`src/verilog/nvc_pkg.sv`:
```
// Purpose: Shared constants and types for the memory controller registers
// Assumes: Byte-wide register port with 4-bit offsets
// Notes: Offsets, bit positions and reset values live only here
package nvc_pkg;
  // ----------------------------------------
  // Register offsets
  // ----------------------------------------
  localparam logic [3:0] OFF_NVM_COMMAND = 4'h0;
  localparam logic [3:0] OFF_SECTION_PROTECTION = 4'h1;
  localparam logic [3:0] OFF_NVM_STATE = 4'h2;
  localparam logic [3:0] OFF_IRQ_ENABLE = 4'h3;
  localparam logic [3:0] OFF_IRQ_PENDING = 4'h4;
  localparam logic [3:0] OFF_FUSE_VALUE_LO = 4'h6;
  localparam logic [3:0] OFF_FUSE_VALUE_HI = 4'h7;
  localparam logic [3:0] OFF_LAST_LOC_LO = 4'h8;
  localparam logic [3:0] OFF_LAST_LOC_HI = 4'h9;
  // ----------------------------------------
  // Field positions
  // ----------------------------------------
  localparam int BIT_APP_WP = 0;
  localparam int BIT_BOOT_LOCK = 1;
  localparam int BIT_FLASH_BUSY = 0;
  localparam int BIT_EEPROM_BUSY = 1;
  localparam int BIT_WRITE_FAULT = 2;
  localparam int BIT_EEPROM_IDLE = 0;
  // ----------------------------------------
  // Reset values
  // ----------------------------------------
  localparam logic [7:0] RST_BYTE = 8'h00;
  localparam logic [15:0] RST_WORD = 16'h0000;
  // ----------------------------------------
  // Commands and states
  // ----------------------------------------
  typedef enum logic [2:0] {
    CMD_NONE = 3'h0,
    CMD_PAGE_WRITE = 3'h1,
    CMD_PAGE_ERASE = 3'h2,
    CMD_PAGE_ERASE_PROGRAM = 3'h3,
    CMD_BUFFER_CLEAR = 3'h4,
    CMD_FULL_ERASE = 3'h5,
    CMD_EEPROM_FULL_ERASE = 3'h6,
    CMD_FUSE_PROGRAM = 3'h7
  } nvc_cmd_t;
  typedef enum logic [2:0] {
    ST_IDLE = 3'b001,
    ST_LAUNCH = 3'b010,
    ST_RUN = 3'b100
  } nvc_st_t;
  typedef struct packed {
    logic [15:0] value;
  } nvc_word_state_t;
  typedef struct packed {
    nvc_st_t st;
    nvc_cmd_t cmd;
    logic boot_lock;
    logic lock_active;
    logic app_wp;
    logic fault;
    logic irq_en;
    logic irq_flag;
    logic [7:0] rdata;
    logic start;
    logic target_eeprom;
    logic erase_eeprom;
    logic guard_valid;
    logic [15:0] guard_data;
  } nvc_state_t;
endpackage

```
`src/verilog/nvc_word_if.sv`:
```
// Purpose: Carrier between the controller and a 16-bit byte-pair register
// Assumes: One controller, one storage end
// Notes: Hardware load wins over a byte write in the same cycle
`timescale 1ns/1ps
`default_nettype none
interface nvc_word_if;
  logic wr_lo;
  logic wr_hi;
  logic [7:0] wbyte;
  logic load;
  logic [15:0] load_val;
  logic [15:0] value;
  modport ctrl (output wr_lo, output wr_hi, output wbyte, output load, output load_val, input value);
  modport store (input wr_lo, input wr_hi, input wbyte, input load, input load_val, output value);
endinterface
`default_nettype wire

```
`src/verilog/nvc_word_reg.sv`:
```
// Purpose: 16-bit register written as two bytes or loaded whole
// Assumes: Strobes from logic on core_clk
// Notes: Low byte at the base offset, high byte one above
`timescale 1ns/1ps
`default_nettype none
module nvc_word_reg
  import nvc_pkg::*;
(
  // Clock and reset
  input wire logic core_clk,
  input wire logic rst_b,
  // Controller side
  nvc_word_if.store port
);
  nvc_word_state_t s_q;
  nvc_word_state_t s_d;

  always_comb
  begin
    s_d = s_q;
    if (port.load)
    begin
      s_d.value = port.load_val;
    end
    else
    begin
      if (port.wr_lo)
      begin
        s_d.value[7:0] = port.wbyte;
      end
      if (port.wr_hi)
      begin
        s_d.value[15:8] = port.wbyte;
      end
    end
  end

  always_ff @(posedge core_clk)
  begin
    if (!rst_b)
    begin
      s_q.value <= RST_WORD;
    end
    else
    begin
      s_q <= s_d;
    end
  end

  assign port.value = s_q.value;
endmodule
`default_nettype wire

```
`src/verilog/nvc_regs.sv`:
```
// Purpose: Register file and command launch of the nonvolatile memory controller
// Assumes: All inputs come from logic on core_clk; array timing lives elsewhere
// Notes: Read data stand in the cycle after the read strobe, zero otherwise
`timescale 1ns/1ps
`default_nettype none
module nvc_regs
  import nvc_pkg::*;
#(
  parameter logic [15:0] EEPROM_BASE = 16'h1400,
  parameter logic [15:0] EEPROM_END = 16'h14ff,
  parameter logic [15:0] FLASH_BASE = 16'h8000,
  parameter logic [15:0] BOOT_END = 16'h81ff,
  parameter logic [15:0] APP_END = 16'h8fff
)
(
  // Clock and reset
  input wire logic core_clk,
  input wire logic rst_b,
  // Register port
  input wire logic [3:0] reg_addr,
  input wire logic [7:0] reg_wdata,
  input wire logic reg_wr,
  input wire logic reg_rd,
  output logic [7:0] reg_rdata,
  // Access context of the current write
  input wire logic from_debug_port,
  input wire logic self_program_key,
  input wire logic change_protection_unlock,
  input wire logic exec_in_boot,
  // Memory array side
  input wire logic flash_busy,
  input wire logic eeprom_busy,
  input wire logic buffer_fill,
  input wire logic [15:0] buffer_fill_addr,
  input wire logic buffer_section_mix,
  input wire logic eeprom_preserve_fuse,
  output logic nvm_start,
  output logic [2:0] nvm_cmd,
  output logic nvm_target_eeprom,
  output logic nvm_erase_eeprom,
  output logic [15:0] fuse_addr,
  output logic [15:0] fuse_data,
  // Memory read guard
  input wire logic mem_rd_valid,
  input wire logic [15:0] mem_rd_addr,
  input wire logic [15:0] mem_rd_data,
  output logic guard_rd_valid,
  output logic [15:0] guard_rd_data,
  // Interrupt request
  output logic eeprom_idle_irq
);
  // ----------------------------------------
  // Parameter checks
  // ----------------------------------------
  if (EEPROM_END < EEPROM_BASE || BOOT_END < FLASH_BASE || APP_END < BOOT_END)
  begin : g_bad_map
    $error("nvc_regs: memory map bounds out of order");
  end

  // ----------------------------------------
  // Byte-pair words
  // ----------------------------------------
  nvc_word_if fuse_value_if ();
  nvc_word_if last_loc_if ();

  nvc_word_reg u_fuse_value (
    .core_clk(core_clk),
    .rst_b(rst_b),
    .port(fuse_value_if.store)
  );

  nvc_word_reg u_last_loc (
    .core_clk(core_clk),
    .rst_b(rst_b),
    .port(last_loc_if.store)
  );

  // ----------------------------------------
  // Decode
  // ----------------------------------------
  nvc_state_t s_q;
  nvc_state_t s_d;
  logic [15:0] loc;
  logic loc_eeprom;
  logic loc_app;
  logic fill_app;
  logic rd_boot;
  logic any_busy;
  logic wr_cmd;
  logic wr_prot;
  logic wr_ien;
  logic wr_ipend;
  nvc_cmd_t code;
  logic code_page;
  logic code_ok;
  logic code_fault;

  assign loc = last_loc_if.value;
  // Command region tests use the last updated location, so a buffer fill retargets the next command; fill and read tests use their own addresses
  assign loc_eeprom = (loc >= EEPROM_BASE) && (loc <= EEPROM_END);
  assign loc_app = (loc > BOOT_END) && (loc <= APP_END);
  assign fill_app = (buffer_fill_addr > BOOT_END) && (buffer_fill_addr <= APP_END);
  assign rd_boot = (mem_rd_addr >= FLASH_BASE) && (mem_rd_addr <= BOOT_END);
  assign any_busy = flash_busy || eeprom_busy;
  assign wr_cmd = reg_wr && (reg_addr == OFF_NVM_COMMAND);
  assign wr_prot = reg_wr && (reg_addr == OFF_SECTION_PROTECTION);
  assign wr_ien = reg_wr && (reg_addr == OFF_IRQ_ENABLE);
  assign wr_ipend = reg_wr && (reg_addr == OFF_IRQ_PENDING);
  assign code = nvc_cmd_t'(reg_wdata[2:0]);
  assign code_page = (code == CMD_PAGE_WRITE) || (code == CMD_PAGE_ERASE) || (code == CMD_PAGE_ERASE_PROGRAM);

  // Fuse programming is refused from the CPU side
  assign code_ok = (code != CMD_NONE) && ((code != CMD_FUSE_PROGRAM) || from_debug_port);

  // Page operations on a protected buffer fail, as do page write and erase-program on a mixed-section one
  assign code_fault = code_page && ((loc_app && s_q.app_wp) ||
                                    (buffer_section_mix && (code != CMD_PAGE_ERASE)));

  // ----------------------------------------
  // Word strobes
  // ----------------------------------------
  assign fuse_value_if.wr_lo = reg_wr && (reg_addr == OFF_FUSE_VALUE_LO);
  assign fuse_value_if.wr_hi = reg_wr && (reg_addr == OFF_FUSE_VALUE_HI);
  assign fuse_value_if.wbyte = reg_wdata;
  assign fuse_value_if.load = 1'b0;
  assign fuse_value_if.load_val = RST_WORD;

  // Buffer fills record the last updated location
  assign last_loc_if.wr_lo = reg_wr && (reg_addr == OFF_LAST_LOC_LO);
  assign last_loc_if.wr_hi = reg_wr && (reg_addr == OFF_LAST_LOC_HI);
  assign last_loc_if.wbyte = reg_wdata;
  assign last_loc_if.load = buffer_fill;
  assign last_loc_if.load_val = buffer_fill_addr;

  // ----------------------------------------
  // Next state
  // ----------------------------------------
  always_comb
  begin
    s_d = s_q;
    s_d.start = 1'b0;
    s_d.rdata = RST_BYTE;

    case (s_q.st)
      ST_IDLE:
      begin
        // A refused write leaves no trace except the fault bit
        if (wr_cmd && self_program_key && !any_busy && code_ok)
        begin
          if (code_fault)
          begin
            s_d.fault = 1'b1;
          end
          else
          begin
            s_d.fault = 1'b0;
            s_d.cmd = code;
            s_d.start = 1'b1;
            s_d.target_eeprom = code_page ? loc_eeprom : (code == CMD_EEPROM_FULL_ERASE);
            s_d.erase_eeprom = ((code == CMD_FULL_ERASE) && !eeprom_preserve_fuse) ||
                               (code == CMD_EEPROM_FULL_ERASE);
            s_d.st = ST_LAUNCH;
          end
        end
      end
      ST_LAUNCH:
      begin
        s_d.cmd = CMD_NONE;
        s_d.st = ST_RUN;
      end
      ST_RUN:
      begin
        // The array must raise busy right after launch, or the sequencer idles early
        if (!any_busy)
        begin
          s_d.st = ST_IDLE;
        end
      end
      default:
      begin
        s_d.st = ST_IDLE;
        s_d.cmd = CMD_NONE;
      end
    endcase

    // A fill into the protected application area is a write error
    if (buffer_fill && fill_app && s_q.app_wp)
    begin
      s_d.fault = 1'b1;
    end

    // Both protection bits only ever set; reset is the sole way back to zero
    if (wr_prot && change_protection_unlock)
    begin
      if (reg_wdata[BIT_APP_WP])
      begin
        s_d.app_wp = 1'b1;
      end
      if (reg_wdata[BIT_BOOT_LOCK] && exec_in_boot)
      begin
        s_d.boot_lock = 1'b1;
      end
    end

    // Boot code may finish its own work before the lock bites
    if (s_q.boot_lock && !exec_in_boot)
    begin
      s_d.lock_active = 1'b1;
    end

    if (wr_ien)
    begin
      s_d.irq_en = reg_wdata[BIT_EEPROM_IDLE];
    end

    // Idle sets the flag and beats a clear in the same cycle
    if (wr_ipend && reg_wdata[BIT_EEPROM_IDLE])
    begin
      s_d.irq_flag = 1'b0;
    end
    if (!eeprom_busy)
    begin
      s_d.irq_flag = 1'b1;
    end

    // Guarded read data trail the memory read by one cycle
    s_d.guard_valid = mem_rd_valid;
    s_d.guard_data = (rd_boot && s_q.lock_active) ? RST_WORD : mem_rd_data;

    if (reg_rd)
    begin
      case (reg_addr)
        OFF_NVM_COMMAND: s_d.rdata = {5'h00, s_q.cmd};
        OFF_SECTION_PROTECTION:
        begin
          s_d.rdata[BIT_APP_WP] = s_q.app_wp;
          s_d.rdata[BIT_BOOT_LOCK] = s_q.boot_lock;
        end
        OFF_NVM_STATE:
        begin
          s_d.rdata[BIT_FLASH_BUSY] = flash_busy;
          s_d.rdata[BIT_EEPROM_BUSY] = eeprom_busy;
          s_d.rdata[BIT_WRITE_FAULT] = s_q.fault;
        end
        OFF_IRQ_ENABLE: s_d.rdata[BIT_EEPROM_IDLE] = s_q.irq_en;
        OFF_IRQ_PENDING: s_d.rdata[BIT_EEPROM_IDLE] = s_q.irq_flag;
        OFF_FUSE_VALUE_LO: s_d.rdata = fuse_value_if.value[7:0];
        OFF_FUSE_VALUE_HI: s_d.rdata = fuse_value_if.value[15:8];
        OFF_LAST_LOC_LO: s_d.rdata = loc[7:0];
        OFF_LAST_LOC_HI: s_d.rdata = loc[15:8];
        default: s_d.rdata = RST_BYTE;
      endcase
    end
  end

  // ----------------------------------------
  // State register
  // ----------------------------------------
  always_ff @(posedge core_clk)
  begin
    if (!rst_b)
    begin
      s_q.st <= ST_IDLE;
      s_q.cmd <= CMD_NONE;
      s_q.boot_lock <= 1'b0;
      s_q.lock_active <= 1'b0;
      s_q.app_wp <= 1'b0;
      s_q.fault <= 1'b0;
      s_q.irq_en <= 1'b0;
      s_q.irq_flag <= 1'b0;
      s_q.rdata <= RST_BYTE;
      s_q.start <= 1'b0;
      s_q.target_eeprom <= 1'b0;
      s_q.erase_eeprom <= 1'b0;
      s_q.guard_valid <= 1'b0;
      s_q.guard_data <= RST_WORD;
    end
    else
    begin
      s_q <= s_d;
    end
  end

  // ----------------------------------------
  // Outputs
  // ----------------------------------------
  // Read data and the command word show for one cycle only
  assign reg_rdata = s_q.rdata;
  assign nvm_start = s_q.start;
  assign nvm_cmd = s_q.cmd;
  assign nvm_target_eeprom = s_q.target_eeprom;
  assign nvm_erase_eeprom = s_q.erase_eeprom;
  assign fuse_addr = loc;
  assign fuse_data = fuse_value_if.value;
  assign guard_rd_valid = s_q.guard_valid;
  assign guard_rd_data = s_q.guard_data;
  assign eeprom_idle_irq = s_q.irq_en && s_q.irq_flag;
endmodule
`default_nettype wire

```
`config.mk`:
```
export PLATFORM = sky130hd
export DESIGN_NAME = nvc_regs
export DESIGN_NICKNAME = d
export VERILOG_FILES = /design/src/verilog/nvc_pkg.sv /design/src/verilog/nvc_word_if.sv /design/src/verilog/nvc_word_reg.sv /design/src/verilog/nvc_regs.sv
export SDC_FILE = /design/constraint.sdc
export NUM_CORES = 1
export LEC_CHECK = 0
export BUFFER_PORTS_ARGS = -buffer_cell sky130_fd_sc_hd__clkbuf_2
export CAP_MARGIN = 20
export CELL_PAD_IN_SITES_DETAIL_PLACEMENT = 0
export CELL_PAD_IN_SITES_GLOBAL_PLACEMENT = 1
export CORE_MARGIN = 8
export CORE_UTILIZATION = 35
export DETAILED_ROUTE_END_ITERATION = 8
export GPL_ROUTABILITY_DRIVEN = 0
export PLACE_DENSITY_LB_ADDON = 0.1
export SLEW_MARGIN = 20
export SYNTH_ARGS = -nofsm -noshare
export SYNTH_HDL_FRONTEND = slang
export SYNTH_SLANG_ARGS = --single-unit
```
`constraint.sdc`:
```
create_clock -name core_clk -period 1.73 [get_ports core_clk]
set_input_delay 0.173 -clock core_clk [delete_from_list [all_inputs] [get_ports core_clk]]
set_output_delay 0.173 -clock core_clk [all_outputs]
set_load 0.02 [all_outputs]
```
==> results.txt <==
Status: complete, no violations
Vias per std cell: 4.90
Layout fillers: 1017
Final min period: 1540 ps
Fin. Hold Viols: 0
Fin Setup TNS: 0 ps
Final worst-path cycle share: 89.1%
Syn_nets: 442
DP Wirelength: 8510 um
Clock buffer depth: 2
CP arrival: 1780 ps
CTS clk-pin slew, worst paths: 80 ps
CTS H-Tree Depth: 3
Dpl cells: 612
CTS tree: yes
Worst skew pair latency: 350 ps
Fin cells: 630
Register area: 1440 um2
Kind of critical path: flop to flop
DRC viols: 0
Final nets: 566
Row count: 36
Clock sinks: 72
Post-synthesis sequential area ratio: 42.1%
Synth top area share: 42.1%
Slowest stage delay, CP: 390 ps
Top_reg_cell synth: dfxtp_1
Gr usage total: 16.7%
Wirelength per Cell: 17.3 um
Io pins: 138
Pwr/cell area: 834 nW/um2
Initial antenna violation count: 0
Chip height: 115 um
Distinct cells, synth: 47
Fraction of registers with async set/reset: 0%
Gr ovfl total: 0
Detailed Route Iter0 Violations: 137
YS warnings: 0
Initial Util: 35.5%
Worst-margin pin slew: 782 ps
Pre-Repair DR Iteration Count: 4
Critical Path Fanout Max: 6
Share of layout cells above drive strength 1: 37.4%
Via count: 3090
Post-synthesis cell area: 3420 um2
RSZ-0062 raised after global routing: false
Diodes inserted: 0
Die Span X: 115 um
Synth top area cells: dfxtp_1 42%, mux2i_1 11%, buf_4 5.9%
Clk root buf: clkbuf_8
Fmax: 649 MHz
Max rail drop VDD: 450 uV
Area Growth Syn to Fin: 28.6%
Total power: 3670 uW
Pleak: 0.00207 uW
Cell Chain, Critical Path: nor3_1 -> o41ai_4 -> buf_4 -> nor2b_1 -> a311o_1
Startpoint type of the worst setup path: flop
Slew Viols, Final: 0
Final wirelength: 10900 um
Routed Antenna Nets: 0
CTS buffer count: 9
Worst Hold Class: input port to flop
Syn_area_per_cell: 9.30 um2
Post-Route Skew: 15.2 ps
Slew Limit Headroom: 47.9%
CORE AREA: 9640 um2
Max_cap viols: 0
Synth Instances: 368
Vias in the first global route: 3205
Synth area leader: dfxtp_1
Crit path max-delay cell type: dfxtp_1
Final number of setup-violating endpoints: 0
Crit path required time: 1970 ps
Setup Fix Bufs, Post-CTS: 0
PortBufs: 128
Pin count of the biggest net entering global routing: 32
EDFF count, synth: 0
Seq cells post-synth: 72
Die ar.: 13200 um2
Critical Path Sink Type: flop
Multi-input gate area: 1660 um2
First-pass GRT wire length: 17100 um
[flip-flops by register name (all words and copies together) (netlist names), 3 cells and up]
name,count
u_last_loc.port.value,16
reg_rdata,8
guard_rd_data,16
s_q,9
u_fuse_value.port.value,16
nvm_cmd,3
[Yosys cell counts (all sizes together), types with 2 or more instances]
library cell and count:
a211oi 15, a21oi 19, a221oi 3, a311o 2
and2 19, and3 7, and4 2, buf 34
clkbuf 15, dfxtp 72, inv 6, mux2 5
mux2i 39, nand2 13, nand2b 4, nand3 10
nand3b 2, nand4 3, nand4b 5, nor2 33
nor2b 8, nor3 2, nor3b 3, nor4 5
nor4b 3, nor4bb 3, o21ai 14, o22ai 6
o41ai 2, or3 2
[worst max-delay path, delay by kind of cell, from the launching register on]
kind,cells,cell delay (ps)
AO/OA/AOI/OAI,2,380
buffers and inverters,1,180
flip-flops,1,390
AND/OR/NAND/NOR,2,490
[final timing paths]
path	end	slack (ps)	from	depth (start not counted)
worst max-delay path	nvm_cmd[1]	190	u_last_loc.port.value[10]	5
worst min-delay path	guard_rd_data[12]	20	mem_rd_data[12]	2
worst max register to register	nvm_cmd[1]	190	u_last_loc.port.value[10]	5
worst min register to register	nvm_erase_eeprom	460	nvm_erase_eeprom	2
[report_power, final]
part | total (uW) | internal, uW | switching, uW
Combinational | 542 | 230 | 312
Sequential | 1750 | 1710 | 34.3
Clock | 1380 | 683 | 696
Total | 3670 | 2630 | 1040
[layout by cell type (no fill, tap or decap), drive strengths merged, types with 3 or more instances in the layout]
cell and n:
nand2b 4, nand4 3, a221oi 3, clkbuf 137
nand4b 5, o21ai 14, nand3 10, a21oi 19
mux2i 39, and3 7, buf 32, nor4 5
nor4bb 3, nand2 13, dfxtp 72, o22ai 6
clkinv 3, inv 8, nor3b 3, nor2 33
a211oi 15, nor2b 8, and2 19, mux2 5
nor4b 3
[timing repair]
item,CTS,global route
hold buffers,1,1
hold endpoints to repair,1,1
resized for setup,0,0
[layer usage]
layer / wire length (um) / track usage, % / up-vias / part of all wire (%)
li1: - / - / 1552 / -
met1: 5000 / 20.9 / 1425 / 46
met2: 4750 / 25.2 / 104 / 44
met3: 1050 / 7.62 / 9 / 9.6
met4: 98 / 4.47 / 0 / 0.90
met5: 0 / 0 / - / 0
[cell type report]
| class | instances | share of cell area, % |
|---|---|---|
| Tap cell | 133 | 3.78 |
| Clock inverter | 7 | 1.82 |
| Multi-Input combinational cell | 241 | 37.8 |
| Sequential cell | 72 | 32.8 |
| Timing Repair Buffer | 162 | 20.5 |
| Inverter | 6 | 0.512 |
| Clock buffer | 9 | 2.82 |
[per-stage QoR]
stage                     hold slack, ps  setup slack [ps]  util, %  instance area (um2)
after floorplan                      265              36.6        -                 3420
after global placement               371              44.5     43.3                 4180
after detailed placement             378             -5.71     43.3                 4180
after CTS                           2.30               179     45.5                 4390
after global routing               0.255               136     45.6                 4400
final                               20.7               189     45.6                 4400
[kinds of logic after synthesis]
| family | synth area share, % |
|---|---|
| muxes | 13.1 |
| buffers and inverters | 9.25 |
| and+or+nand+nor | 21.6 |
| DFF | 42.1 |
| AOI/OAI and AO/OA | 14.0 |
No activity file was read; power rests on OpenSTA's default activity.
